`src/pkg/ctlm_map.vh`:
```
`ifndef CTLM_MAP_VH
`define CTLM_MAP_VH
// ==========================================
// Command codes
`define CTLM_CMD_IWARN_LIM  8'h4a
`define CTLM_CMD_OT_FAULT   8'h4f
`define CTLM_CMD_OT_WARN    8'h51
`define CTLM_CMD_OC_FAULT   8'h46
`define CTLM_CMD_STORE_ALL  8'h15
`define CTLM_CMD_STAT_BYTE  8'h78
`define CTLM_CMD_STAT_WORD  8'h79
`define CTLM_CMD_STAT_IOUT  8'h7b
`define CTLM_CMD_STAT_TEMP  8'h7d
`define CTLM_CMD_STAT_CML   8'h7e
`define CTLM_CMD_CLEAR      8'h03
// ==========================================
// Fixed fields
`define CTLM_OC_EXP         5'h1f
`define CTLM_OC_MANT_W      7
`define CTLM_T_MANT_W       8
// ==========================================
// Reset values and hysteresis (30 A variant)
`define CTLM_IWARN_RST      7'h3c
`define CTLM_OCF_RST        7'h4e
`define CTLM_OTF_RST        8'h96
`define CTLM_OTW_RST        8'h7d
`define CTLM_HYST           8'h14
// ==========================================
// Status bit positions
`define CTLM_SB_NONE        0
`define CTLM_SB_CML         1
`define CTLM_SB_TEMP        2
`define CTLM_SW_IOUT        14
`define CTLM_SI_IWARN       5
`define CTLM_ST_OTF         7
`define CTLM_ST_OTW         6
`define CTLM_SC_IVD         6
`endif

```
`src/core/ctlm_monitor.v`:
```
`timescale 1ns/1ns
`include "ctlm_map.vh"
module ctlm_monitor #(
  parameter [6:0] IWARN_RESET = `CTLM_IWARN_RST,
  parameter [6:0] OCF_RESET   = `CTLM_OCF_RST
) (
  // Clock and reset
  input  wire        mclk,
  input  wire        rst_n,
  // Register command port
  input  wire        wr_en,
  input  wire        rd_en,
  input  wire [7:0]  cmd,
  input  wire [15:0] wr_data,
  output reg  [15:0] rd_data,
  // Measurements
  input  wire [6:0]  iout_meas,
  input  wire [7:0]  temp_meas,
  // Alert and output control
  output wire        smbalert_n,
  output wire        output_enable,
  output wire        soft_start,
  // Non-volatile store
  output reg         nv_store,
  output reg  [15:0] nv_iwarn,
  output reg  [15:0] nv_otf,
  output reg  [15:0] nv_otw
);

  // ==========================================
  // Limit registers, status flags and latches
  reg [6:0] iwarn_mant;
  reg [6:0] ocf_mant;
  reg [7:0] otf_mant;
  reg [7:0] otw_mant;
  reg       iwarn_flag;
  reg       otf_flag;
  reg       otw_flag;
  reg       ivd_flag;
  reg       temp_latch;
  reg       warn_latch;
  reg       ss_pulse;

  wire [15:0] iwarn_word;
  wire [15:0] otf_word;
  wire [15:0] otw_word;
  wire [7:0]  otf_rel;
  wire [7:0]  otw_rel;
  wire        wr_iwarn;
  wire        wr_otf;
  wire        wr_otw;
  wire        wr_ocf;
  wire        bad_iwarn;
  wire        bad_otf;
  wire        bad_otw;
  wire        bad_ocf;
  wire        clr;
  wire        iwarn_cond;
  wire        otf_cond;
  wire        otw_cond;
  wire [15:0] status_word;

  assign iwarn_word = {`CTLM_OC_EXP, 4'h0, iwarn_mant};
  assign otf_word = {8'h00, otf_mant};
  assign otw_word = {8'h00, otw_mant};

  assign otf_rel = (otf_mant > `CTLM_HYST) ? otf_mant - `CTLM_HYST : 8'h00;
  assign otw_rel = (otw_mant > `CTLM_HYST) ? otw_mant - `CTLM_HYST : 8'h00;

  assign wr_iwarn = wr_en && (cmd == `CTLM_CMD_IWARN_LIM);
  assign wr_otf = wr_en && (cmd == `CTLM_CMD_OT_FAULT);
  assign wr_otw = wr_en && (cmd == `CTLM_CMD_OT_WARN);
  assign wr_ocf = wr_en && (cmd == `CTLM_CMD_OC_FAULT);
  assign clr    = wr_en && (cmd == `CTLM_CMD_CLEAR);

  assign bad_iwarn = wr_iwarn && (wr_data[6:0] > ocf_mant);
  assign bad_otf = wr_otf && (wr_data[7:0] <= otw_mant);
  assign bad_otw = wr_otw && (wr_data[7:0] >= otf_mant);
  assign bad_ocf = wr_ocf && (wr_data[6:0] < iwarn_mant);

  assign iwarn_cond = iout_meas > iwarn_mant;
  assign otf_cond = temp_meas > otf_mant;
  assign otw_cond = temp_meas > otw_mant;

  // ==========================================
  // Limit write path
  always @(posedge mclk or negedge rst_n) begin
    if (!rst_n) begin
      iwarn_mant <= IWARN_RESET;
      ocf_mant <= OCF_RESET;
      otf_mant <= `CTLM_OTF_RST;
      otw_mant <= `CTLM_OTW_RST;
    end else begin
      if (wr_iwarn && !bad_iwarn) begin
        iwarn_mant <= wr_data[6:0];
      end
      if (wr_ocf && !bad_ocf) begin
        ocf_mant <= wr_data[6:0];
      end
      if (wr_otf && !bad_otf) begin
        otf_mant <= wr_data[7:0];
      end
      if (wr_otw && !bad_otw) begin
        otw_mant <= wr_data[7:0];
      end
    end
  end

  // ==========================================
  // Status flags
  always @(posedge mclk or negedge rst_n) begin
    if (!rst_n) begin
      iwarn_flag <= 1'b0;
      otf_flag   <= 1'b0;
      otw_flag   <= 1'b0;
      ivd_flag   <= 1'b0;
      temp_latch <= 1'b0;
      warn_latch <= 1'b0;
      ss_pulse   <= 1'b0;
    end else begin
      ss_pulse <= 1'b0;
      if (iwarn_cond) begin
        iwarn_flag <= 1'b1;
      end else if (clr) begin
        iwarn_flag <= 1'b0;
      end
      if (otf_cond) begin
        otf_flag <= 1'b1;
      end else if (clr) begin
        otf_flag <= 1'b0;
      end
      if (bad_iwarn || bad_otf || bad_otw || bad_ocf) begin
        ivd_flag <= 1'b1;
      end else if (clr) begin
        ivd_flag <= 1'b0;
      end
      if (otf_cond) begin
        temp_latch <= 1'b1;
      end else if (temp_latch && (temp_meas <= otf_rel)) begin
        temp_latch <= 1'b0;
        ss_pulse   <= 1'b1;
      end
      if (otw_cond) begin
        warn_latch <= 1'b1;
      end else if (warn_latch && (temp_meas <= otw_rel)) begin
        warn_latch <= 1'b0;
      end
      if (otw_cond) begin
        otw_flag <= 1'b1;
      end else if (clr && !warn_latch) begin
        otw_flag <= 1'b0;
      end
    end
  end

  assign output_enable = !temp_latch;
  assign soft_start    = ss_pulse;

  assign smbalert_n = !(iwarn_flag || otf_flag || otw_flag || ivd_flag);

  assign status_word = {1'b0, iwarn_flag, 6'h00, 1'b0, !output_enable, 3'h0,
                        otf_flag || otw_flag, ivd_flag, iwarn_flag};

  // ==========================================
  // Read path
  always @(posedge mclk or negedge rst_n) begin
    if (!rst_n) begin
      rd_data <= 16'h0000;
    end else if (rd_en) begin
      case (cmd)
        `CTLM_CMD_IWARN_LIM: rd_data <= iwarn_word;
        `CTLM_CMD_OC_FAULT:  rd_data <= {`CTLM_OC_EXP, 4'h0, ocf_mant};
        `CTLM_CMD_OT_FAULT:  rd_data <= otf_word;
        `CTLM_CMD_OT_WARN:   rd_data <= otw_word;
        `CTLM_CMD_STAT_BYTE: rd_data <= {8'h00, status_word[7:0]};
        `CTLM_CMD_STAT_WORD: rd_data <= status_word;
        `CTLM_CMD_STAT_IOUT: rd_data <= {10'h000, iwarn_flag, 5'h00};
        `CTLM_CMD_STAT_TEMP: rd_data <= {8'h00, otf_flag, otw_flag, 6'h00};
        `CTLM_CMD_STAT_CML:  rd_data <= {9'h000, ivd_flag, 6'h00};
        default:             rd_data <= 16'h0000;
      endcase
    end
  end

  // ==========================================
  // Store to non-volatile copy
  always @(posedge mclk or negedge rst_n) begin
    if (!rst_n) begin
      nv_store <= 1'b0;
      nv_iwarn <= 16'h0000;
      nv_otf   <= 16'h0000;
      nv_otw   <= 16'h0000;
    end else begin
      nv_store <= 1'b0;
      if (wr_en && (cmd == `CTLM_CMD_STORE_ALL)) begin
        nv_store <= 1'b1;
        nv_iwarn <= iwarn_word;
        nv_otf   <= otf_word;
        nv_otw   <= otw_word;
      end
    end
  end

endmodule

```
`config.mk`:
```
export PLATFORM = sky130hd
export DESIGN_NAME = ctlm_monitor
export DESIGN_NICKNAME = d
export VERILOG_FILES = /design/src/core/ctlm_monitor.v
export VERILOG_INCLUDE_DIRS = /design/src /design/src/pkg
export SDC_FILE = /design/constraint.sdc
export NUM_CORES = 1
export LEC_CHECK = 0
export BUFFER_PORTS_ARGS = -buffer_cell sky130_fd_sc_hd__buf_4
export CAP_MARGIN = 20
export CORE_MARGIN = 5
export CORE_UTILIZATION = 56
export CTS_CLUSTER_SIZE = 16
export DETAILED_ROUTE_END_ITERATION = 16
export PLACE_DENSITY = 0.86
export SYNTH_ARGS = -nofsm -noshare
export SYNTH_HDL_FRONTEND = slang
export SYNTH_SLANG_ARGS = --single-unit
```
`constraint.sdc`:
```
create_clock -name mclk -period 2.95 [get_ports mclk]
set_input_delay 0.295 -clock mclk [delete_from_list [all_inputs] [get_ports mclk]]
set_output_delay 0.295 -clock mclk [all_outputs]
set_load 0.005 [all_outputs]
```
* After elaboration in Yosys (flattened, before gate mapping)
Index checks and enable logic that the tools add are counted.
Storage, ports and cells: register bits after elaboration 78, output and inout bits 68, word-level logic and storage cells 93
Cells by class: add/sub/neg operators 2, order comparisons 11, equal/unequal tests 11, multiplexer cells 16, reduce and logical (&&, ||, !) cells 37
Operators by type and width (count):
- 16-bit one-hot mux with 9 select lines | 1
- 8-bit by 7-bit == test with 1-bit output, second input constant | 9
- 8-bit <= comparator | 3
- 1-bit logical AND | 17
- 8-bit by 5-bit greater-than comparator with 1-bit output, second input constant | 2
- 8-bit greater-than comparator | 2
- 8-bit two-way mux | 2
- 8-bit by 5-bit subtractor with 8-bit output, second input constant | 2
- 7-bit greater-than comparator | 2
- 1-bit two-way mux | 13
- 2-bit nonzero test | 6
- 8-bit by 2-bit == test with 1-bit output, second input constant | 1
- 8-bit by 5-bit == test with 1-bit output, second input constant | 1
- 8-bit >= comparator | 1
- 1-bit logical NOT | 7
- 1-bit logical OR | 7
- 7-bit less-than comparator | 1

* Depth between registers and ports, before layout
Gate-level depths: netlist of run 1.
word-level depth 7, depth in mapped cells 13, depth with buffers taken out 13

* Worst setup path before layout of run 1
No wires, ideal clock.
kind register to register, start register otf_mant[2], end register temp_latch, arrival time 2.241 ns, slack 0.591 ns, cell stages (with the launch flop) 14, path through dfstp_2 inv_1 ha_1 nor2_1 nand2_1 nand2_1 nand2_1 ha_1 a21o_1 a21oi_1 nor2b_1 o22ai_1 o31ai_1 a21o_1
On the way: cells in the longest elaborated chain, start to end 5, elaborated cells on any way between the ends 8, those cells by class 1 x add/sub; 3 x order compare; 2 x mux; 2 x reduce/logical
Ends and longest elaborated chain:
- start, declared | RTL line ctlm_monitor.v:34 | reg [7:0] otf_mant;
- start signal, assigned | RTL line ctlm_monitor.v:91 | otf_mant <= `CTLM_OTF_RST;
- start signal, assigned | RTL line ctlm_monitor.v:101 | otf_mant <= wr_data[7:0];
- 8-bit by 5-bit subtractor with 8-bit output (no line) or 8-bit by 5-bit greater-than comparator with 1-bit output (tied branches)
- 8-bit two-way mux | RTL line ctlm_monitor.v:67 | assign otf_rel = (otf_mant > `CTLM_HYST) ? otf_mant - `CTLM_HYST : 8'h00;
- 8-bit <= comparator | RTL line ctlm_monitor.v:139 | end else if (temp_latch && (temp_meas <= otf_rel)) begin
- 1-bit logical AND | RTL line ctlm_monitor.v:139
- 2-bit nonzero test (no line)
- end signal, assigned | RTL line ctlm_monitor.v:117 | temp_latch <= 1'b0;
- end signal, assigned | RTL line ctlm_monitor.v:138 | temp_latch <= 1'b1;
- end signal, assigned | RTL line ctlm_monitor.v:140 | temp_latch <= 1'b0;
- end, declared | RTL line ctlm_monitor.v:40 | reg temp_latch;
Several ways; a longest one is shown, not always the timed one. A chain may end at the register's enable or synchronous reset.

* Worst setup path in the final report of run 1
Same ends and word-level chain as after synthesis.

==> results.sh, run 1 <==
export IMPL_die_w_um=105
export IMPL_r2r_start="otf_mant[2]"
export IMPL_grt_pass1_wl_mm=21.5
export IMPL_fin_skew_ps=8.47
export IMPL_grt_overflow_total=0
export IMPL_setup_viol=0
export IMPL_drv_cap=0
export IMPL_tightestPinTransition_ps=890
export IMPL_status="finished clean"
export IMPL_final_hold_viol_count=0
export IMPL_yosysSeqAreaShare=0.357
export IMPL_clock_fmax_ghz=0.379
export IMPL_setup_slack_ps=314
export IMPL_postSynth_asyncResetShare=1.00
export IMPL_first_iter_violations=294
export IMPL_power_leakage_nw=2.90
export IMPL_synth_cell_types=56
export IMPL_io_buffer_count=79
export IMPL_post_place_ws_ps=329
export IMPL_ys_flop_type="dfrtp_1"
export IMPL_cts_sinks=72
export IMPL_antenna_cells=0
export IMPL_fillers=680
export IMPL_hold_slack_ps=60.4
export IMPL_period_needed_ps=2640
export IMPL_yosysMostFrequentCell="ha_1"
export IMPL_netlist_instances=544
export IMPL_synth_edf_count=0
export IMPL_crit_fanout=5
export IMPL_rows=34
export IMPL_post_synth_top_area_cell="dfrtp_1"
export IMPL_root_buffer="clkbuf_8"
export IMPL_wl_per_cell_um=18.1
export IMPL_area_growth_pct=14.0
export IMPL_drive_gt1_frac=0.223
export IMPL_hold_buffers=0
export IMPL_cts_setup_buffers=0
export IMPL_dp_cells=715
export IMPL_synth_top_area_frac=0.265
export IMPL_antenna_found_initial=0
export IMPL_finalNonFillerCells=731
export IMPL_die_h_um=105
export IMPL_r2r_end="temp_latch"
export IMPL_cts_max_level=3
export IMPL_power_mw=2.10
export IMPL_start_util=0.580
export IMPL_finish_instance_area_um2=5820
export IMPL_cts_resized=0
export IMPL_path_class="register to register"
export IMPL_via_count=4346
export IMPL_rsz0062_at_grt="no"
export IMPL_dpl_cell_area_um2=5660
export IMPL_first_pass_iters=5
export IMPL_required_ps=3190
export IMPL_clkLatencyLatePin_ps=350
export IMPL_drv_slew=0
export IMPL_fin_util=0.661
export IMPL_synth_warning_count=0
export IMPL_fin_setup_tns_ps=0
export IMPL_cts_made_buffers=9
export IMPL_rr_worst_depth=13
export IMPL_gp_congestion=0.935
export IMPL_ys_ff_latch=72
export IMPL_worstSetupStartpointType="register"
export IMPL_synth_area_leaders="dfrtp_1, ha_1, dfstp_2"
export IMPL_synth_top_cells_by_count="ha_1, nand2_1, dfrtp_1"
export IMPL_cts_tree="done"
export IMPL_hold_path_class="input pin to asynchronous set/reset pin"
export IMPL_critPathLaunch="otf_mant[2]"
export IMPL_finalCritPeriodShare=0.894
export IMPL_grt_pass1_vias=4352
export IMPL_core_area_um2=8810
export IMPL_p_per_area_nw_per_um2=360
export IMPL_drc_errors=0
export IMPL_dieArea_um2=11100
export IMPL_avgSynthCellArea_um2=9.39
export IMPL_boundaryPins=111
export IMPL_netlist_area_um2=5110
export IMPL_critical_path_endpoint_type="register"
export IMPL_clk_pin_slew_ps=80
export IMPL_layout_nets=733
export IMPL_avgViaCountPerCell=5.95
export IMPL_wl_mm=13.2
export IMPL_r2r_setup_slack_ps=310
export IMPL_grt_max_degree=73
export IMPL_max_vdd_ir_drop_uv=308
export IMPL_grt_usage=0.239
export IMPL_max_slew_margin_rel=0.406
export IMPL_hpwlAfterDp_mm=10.2
export IMPL_crit_arrival_ps=2880
export IMPL_drtAntennaViolNets=0
export IMPL_clock_path_buffers=2
==> worst max path at each step <==
stage	to	slack, ps
6_report	temp_latch	310
3_5_place_dp	temp_latch	330
2_1_floorplan	temp_latch	590
3_3_place_gp	temp_latch	410
5_1_grt	soft_start	100
4_1_cts	temp_latch	330
==> cell usage in the layout (no fill, tap or decap), types with 4 or more instances in the layout <==
| cell type | netlist | final |
|---|---|---|
| a21o_1 | 10 | 10 |
| a21oi_1 | 25 | 25 |
| a221oi_1 | 5 | 5 |
| a22oi_1 | 5 | 5 |
| and3_1 | 8 | 8 |
| buf_4 | 33 | 83 |
| clkbuf_8 | 0 | 10 |
| conb_1 | 1 | 23 |
| dfrtp_1 | 54 | 54 |
| dfstp_2 | 18 | 18 |
| ha_1 | 72 | 72 |
| inv_1 | 35 | 35 |
| mux2_2 | 12 | 12 |
| mux2_4 | 8 | 8 |
| nand2_1 | 61 | 61 |
| nand2b_1 | 12 | 12 |
| nand3_1 | 7 | 7 |
| nand4_1 | 17 | 17 |
| nor2_1 | 20 | 20 |
| nor2b_1 | 15 | 15 |
| nor3_1 | 8 | 8 |
| o21ai_0 | 51 | 51 |
| o22ai_1 | 4 | 4 |
| o2bb2ai_1 | 8 | 8 |
==> kinds of logic (layout without fill, tap and decap cells) <==
| family | Yosys count | in the layout | share of synthesized area |
|---|---|---|---|
| fa+ha+maj | 72 | 72 | 0.176 |
| other cells | 1 | 23 | 0.000734 |
| mux | 20 | 20 | 0.0500 |
| buf+inv | 78 | 135 | 0.0836 |
| simple gates | 166 | 166 | 0.164 |
| flops | 72 | 72 | 0.357 |
| xor+xnor | 2 | 2 | 0.00343 |
| compound gates | 133 | 133 | 0.164 |
==> area by class of cell <==
type | instances | area [um2] | area share
clock inverters | 3 | 17.5 | 0.00301
flip-flops and latches | 72 | 1820 | 0.313
repair buffers | 83 | 623 | 0.107
multi-input cells | 416 | 2940 | 0.505
well taps | 108 | 135 | 0.0232
clock buffers | 13 | 149 | 0.0256
inverters | 36 | 135 | 0.0232
==> state kept, by name, summed over array words and instances, names as in the netlist, 7 cells and up <==
name        cells
rd_data        10
nv_iwarn        8
ocf_mant        7
nv_otf          8
otw_mant        8
nv_otw          8
otf_mant        8
iwarn_mant      7
==> report_power, final <==
group          internal [mW]  leakage [nW]  total [mW]  switching (mW)
clock                  0.327        0.0834       0.687           0.360
sequential              1.03         0.899        1.08          0.0440
combinational          0.148          1.92       0.335           0.187
total                   1.51          2.90        2.10           0.591
==> critical path, cell delays in order, from the launching register on <==
cell	delay (ps)
dfstp_2	570
inv_1	110
ha_1	230
nor2_1	190
nand2_1	100
nand2_1	150
nand2_1	80
ha_1	290
a21o_1	180
a21oi_1	140
nor2b_1	60
o22ai_1	130
o31ai_1	120
a21o_1	180
==> layer usage <==
layer	up-vias	track usage	routed length, um	share of wire
met5	-	0	0	0
met4	0	0.0768	280	0.021
met3	21	0.0465	1020	0.077
met2	207	0.399	6400	0.48
met1	2073	0.313	5530	0.42
li1	2045	-	-	-
Power figures use the tool's default switching activity.
==> inputs of run 2 (changes only) <==
--- a/config.mk
+++ b/config.mk
@@ -12,7 +12,7 @@
 export CORE_UTILIZATION = 56
 export CTS_CLUSTER_SIZE = 16
 export DETAILED_ROUTE_END_ITERATION = 16
-export PLACE_DENSITY = 0.86
+export PLACE_DENSITY_LB_ADDON = 0.2
 export SYNTH_ARGS = -nofsm -noshare
 export SYNTH_HDL_FRONTEND = slang
 export SYNTH_SLANG_ARGS = --single-unit
==> run 2 against run 1 <==
Via count is 1.8% lower. Die area is the same. Critical path depth unchanged. Clock power rose by 8.3%. Clock skew up 1.3 ps. Global-route usage fell by 0.57 points. Setup slack worse by 9.1 ps. First-iteration DRC count decreased by 11%. Critical endpoint unchanged. Combinational power barely moved. Power grew 2.5%. Highest routed layer unchanged. Wire length shrank 2.8%. Worst hold slack gained 3.0 ps.
==> results.sh, run 2 (same netlist as run 1, synthesis figures left out) <==
export IMPL_status="finished clean"
export IMPL_post_place_ws_ps=293
export IMPL_boundaryPins=111
export IMPL_path_class="register to register"
export IMPL_hpwlAfterDp_mm=9.88
export IMPL_clock_path_buffers=2
export IMPL_first_pass_iters=7
export IMPL_start_util=0.580
export IMPL_grt_pass1_wl_mm=20.8
export IMPL_power_leakage_nw=2.90
export IMPL_die_h_um=105
export IMPL_fillers=710
export IMPL_fin_setup_tns_ps=0
export IMPL_max_slew_margin_rel=0.413
export IMPL_dpl_cell_area_um2=5650
export IMPL_layout_nets=732
export IMPL_p_sw_uw=583
export IMPL_drv_cap=0
export IMPL_hold_slack_ps=63.4
export IMPL_final_common_cell="buf_4"
export IMPL_antenna_found_initial=0
export IMPL_via_count=4267
export IMPL_grt_pass1_vias=4093
export IMPL_grt_usage=0.233
export IMPL_crit_arrival_ps=2890
export IMPL_internal_power_mw=1.57
export IMPL_grt_max_degree=73
export IMPL_wl_per_cell_um=17.6
export IMPL_rsz0062_at_grt="no"
export IMPL_power_mw=2.15
export IMPL_clkLatencyLatePin_ps=350
export IMPL_dp_cells=714
export IMPL_antenna_cells=0
export IMPL_clock_fmax_ghz=0.378
export IMPL_cts_setup_buffers=0
export IMPL_hold_path_class="input pin to asynchronous set/reset pin"
export IMPL_setup_slack_ps=305
export IMPL_period_needed_ps=2650
export IMPL_r2r_end="temp_latch"
export IMPL_worstSetupStartpointType="register"
export IMPL_largest_register_ffs=10
export IMPL_p_sw_frac=0.271
export IMPL_finalCritPeriodShare=0.897
export IMPL_core_area_um2=8810
export IMPL_tightestPinTransition_ps=880
export IMPL_finish_instance_area_um2=5830
export IMPL_drv_slew=0
export IMPL_drive_gt1_frac=0.223
export IMPL_cts_max_level=3
export IMPL_pwr_share_seq=0.499
export IMPL_most_common_layout_cells="buf_4, ha_1, nand2_1, dfrtp_1, o21ai_0"
export IMPL_dieArea_um2=11100
export IMPL_clk_pin_slew_ps=80
export IMPL_wl_mm=12.9
export IMPL_crit_fanout=5
export IMPL_finalNonFillerCells=730
export IMPL_avgViaCountPerCell=5.85
export IMPL_drtAntennaViolNets=0
export IMPL_top_register="rd_data"
export IMPL_first_iter_violations=261
export IMPL_fin_util=0.662
export IMPL_required_ps=3190
export IMPL_rows=34
export IMPL_root_buffer="clkbuf_8"
export IMPL_rr_worst_depth=13
export IMPL_io_buffer_count=79
export IMPL_final_hold_viol_count=0
export IMPL_die_w_um=105
export IMPL_critical_path_endpoint_type="register"
export IMPL_p_per_area_nw_per_um2=369
export IMPL_clkPwrFrac=0.346
export IMPL_gp_congestion=0.866
export IMPL_r2r_setup_slack_ps=300
export IMPL_max_vdd_ir_drop_uv=282
export IMPL_drc_errors=0
export IMPL_cts_tree="done"
export IMPL_r2r_start="otf_mant[2]"
export IMPL_area_growth_pct=14.2
export IMPL_fin_skew_ps=9.79
export IMPL_grt_overflow_total=0
export IMPL_cts_sinks=72
export IMPL_setup_viol=0
export IMPL_cts_made_buffers=9
export IMPL_p_comb_frac=0.155
==> run 2: per-layer routing <==
| layer | wire length (um) | vias up | GRT usage |
|---|---|---|---|
| li1 | - | 2046 | - |
| met3 | 995 | 32 | 0.0544 |
| met5 | 0 | - | 0 |
| met1 | 5820 | 2008 | 0.329 |
| met4 | 372 | 0 | 0.0879 |
| met2 | 5670 | 181 | 0.349 |
==> run 2: repair_timing <==
action / 4_1_cts / 5_1_grt
endpoints found under the setup margin: 0 / 1
hold buffers: 0 / 0
gates resized for setup: 0 / 1
==> run 2: power groups by stage <==
stage               Combinational, mW  Sequential (mW)  Clock [mW]
CTS                             0.334             1.07       0.766
global route                    0.380             1.08       0.810
detailed placement              0.332             1.09           0
global placement                0.316             1.09           0
floorplan                       0.197             1.08           0
finish                          0.334             1.07       0.744
==> run 2: critical path: stages (launching register included) <==
cell and delay [ps]:
dfstp_2 570, inv_1 120, ha_1 240, nor2_2 150, nand2_1 90, nand2_1 150
nand2_1 80, ha_1 300, a21o_1 200, a21oi_1 140, nor2b_1 70, o22ai_1 120
o31ai_1 120, a21o_1 180
==> run 2: how the worst max path moves through the flow <==
stage	start	endpoint	slack, ps
finish	otf_mant[2]	temp_latch	300
global route	otf_mant[2]	temp_latch	90
CTS	otf_mant[2]	temp_latch	280
detailed placement	otf_mant[2]	temp_latch	290
global placement	otf_mant[2]	temp_latch	390
floorplan	otf_mant[2]	temp_latch	590
==> run 2: cell type report <==
| cell class | instances | area (um2) | area share |
|---|---|---|---|
| Clock buffer | 12 | 135 | 0.0232 |
| Clock inverter | 4 | 45.0 | 0.00773 |
| Inverter | 36 | 135 | 0.0232 |
| Multi-Input combinational cell | 416 | 2940 | 0.504 |
| Sequential cell | 72 | 1820 | 0.313 |
| Tap cell | 108 | 135 | 0.0232 |
| Timing Repair Buffer | 82 | 616 | 0.106 |
==> inputs of run 3 (changes only) <==
--- a/config.mk
+++ b/config.mk
@@ -9,7 +9,7 @@
 export BUFFER_PORTS_ARGS = -buffer_cell sky130_fd_sc_hd__buf_4
 export CAP_MARGIN = 20
 export CORE_MARGIN = 5
-export CORE_UTILIZATION = 56
+export CORE_UTILIZATION = 35
 export CTS_CLUSTER_SIZE = 16
 export DETAILED_ROUTE_END_ITERATION = 16
 export PLACE_DENSITY_LB_ADDON = 0.2
==> run 3 against run 2 <==
Setup slack better by 9.6 ps. Non-clock buffer count up 3. Power increased by 17%. Critical endpoint unchanged.
==> results.sh, run 3 (same netlist as run 1, synthesis figures left out) <==
export IMPL_cts_made_buffers=9
export IMPL_r2r_setup_slack_ps=310
export IMPL_rr_worst_depth=13
export IMPL_setup_viol=0
export IMPL_grt_max_degree=73
export IMPL_hold_buffers=0
export IMPL_cts_tree="done"
export IMPL_root_buffer="clkbuf_16"
export IMPL_die_w_um=131
export IMPL_layout_nets=735
export IMPL_path_buf_inv=1
export IMPL_cts_max_level=3
export IMPL_clock_fmax_ghz=0.379
export IMPL_clkLatencyLatePin_ps=340
export IMPL_hold_slack_ps=106
export IMPL_r2r_end="temp_latch"
export IMPL_path_class="register to register"
export IMPL_wl_per_cell_um=17.4
export IMPL_critical_path_endpoint_type="register"
export IMPL_cts_resized=0
export IMPL_start_util=0.354
export IMPL_area_growth_pct=18.6
export IMPL_crit_chain="inv_1 > ha_1 > nor2_1 > nand2_1 > nand2_1 > nand2_1 > ha_1 > a21o_1 > a21oi_1 > nor2b_1 > o22ai_1 > o31ai_1 > a21o_1"
export IMPL_wl_mm=14.1
export IMPL_power_leakage_nw=2.97
export IMPL_via_count=4175
export IMPL_crit_top_cell="nand2_1"
export IMPL_drv_cap=0
export IMPL_r2r_start="otf_mant[2]"
export IMPL_max_slew_margin_rel=0.368
export IMPL_crit_path_max_incr_delay_ps=570
export IMPL_finalNonFillerCells=809
export IMPL_power_mw=2.51
export IMPL_grt_usage=0.167
export IMPL_die_h_um=131
export IMPL_largest_register_ffs=10
export IMPL_max_vdd_ir_drop_uv=265
export IMPL_crit_fanout=5
export IMPL_final_common_cell="buf_4"
export IMPL_first_pass_iters=6
export IMPL_boundaryPins=111
export IMPL_fin_setup_tns_ps=0
export IMPL_avgViaCountPerCell=5.16
export IMPL_grt_overflow_total=0
export IMPL_core_area_um2=14400
export IMPL_fin_skew_ps=7.51
export IMPL_finalCritPeriodShare=0.894
export IMPL_worstSetupStartpointType="register"
export IMPL_period_needed_ps=2640
export IMPL_gp_congestion=0.881
export IMPL_antenna_found_initial=0
export IMPL_grt_pass1_wl_mm=22.0
export IMPL_dp_cells=793
export IMPL_cts_setup_buffers=0
export IMPL_grt_pass1_vias=4157
export IMPL_p_per_area_nw_per_um2=414
export IMPL_clock_path_buffers=2
export IMPL_top_register="rd_data"
export IMPL_first_iter_violations=266
export IMPL_crit_arrival_ps=2860
export IMPL_io_buffer_count=79
export IMPL_tightestPinTransition_ps=948
export IMPL_status="finished clean"
export IMPL_hold_path_class="input pin to asynchronous set/reset pin"
export IMPL_fin_util=0.420
export IMPL_required_ps=3170
export IMPL_rows=44
export IMPL_cp_slowest_cell="dfstp_2"
export IMPL_hpwlAfterDp_mm=11.0
export IMPL_cts_sinks=72
export IMPL_rsz0062_at_grt="no"
export IMPL_cp_top_family="compound AO/OA/AOI/OAI gates"
export IMPL_drv_slew=0
export IMPL_antenna_cells=0
export IMPL_drc_errors=0
export IMPL_clk_pin_slew_ps=60
export IMPL_dieArea_um2=17100
export IMPL_drive_gt1_frac=0.226
export IMPL_drtAntennaViolNets=0
export IMPL_final_hold_viol_count=0
export IMPL_fillers=1419
export IMPL_most_common_layout_cells="buf_4, ha_1, nand2_1, dfrtp_1, o21ai_0"
-- run 3: final cells by class --
cell class	count	area [um2]	share of cell area
clock buffers	13	250	0.0413
clock inverters	3	42.5	0.00702
inverters	36	135	0.0223
multi-input cells	416	2940	0.485
flip-flops and latches	72	1820	0.301
well taps	184	230	0.0380
repair buffers	85	638	0.105
-- run 3: power by group --
group	total (mW)	internal [mW]	switching [mW]
clock	1.10	0.678	0.421
combinational	0.333	0.148	0.185
sequential	1.08	1.03	0.0448
total	2.51	1.86	0.651
-- run 3: worst max path at each step --
stage | startpoint | endpoint | slack, ps | depth (start not counted)
after CTS | otf_mant[2] | temp_latch | 300 | 13
after floorplan | otf_mant[2] | temp_latch | 590 | 13
final | otf_mant[2] | temp_latch | 310 | 13
after detailed placement | otf_mant[2] | temp_latch | 320 | 13
after global placement | otf_mant[2] | temp_latch | 400 | 13
after global routing | otf_mant[2] | temp_latch | 90 | 13
-- run 3: metrics by stage --
stage,cell area (um2),setup WS (ps)
2_1_floorplan,5190,591
3_3_place_gp,5770,398
3_5_place_dp,5770,319
4_1_cts,6060,300
5_1_grt,6060,85.6
6_report,6060,314
-- run 3: worst reg2reg max path, delay by kind of cell (launching register included) --
| kind | cells | cell delay [ps] |
|---|---|---|
| AO/OA/AOI/OAI | 5 | 730 |
| adder cells (fa/ha/maj) | 2 | 520 |
| AND/OR/NAND/NOR | 5 | 580 |
| flip-flops | 1 | 570 |
| buffers and inverters | 1 | 120 |
-- run 3: per-layer routing --
metal | track usage | share of wire | up-vias
li1 | - | - | 2058
met1 | 0.229 | 0.47 | 1993
met2 | 0.267 | 0.47 | 104
met3 | 0.0285 | 0.052 | 20
met4 | 0.0599 | 0.016 | 0
met5 | 0 | 0 | -
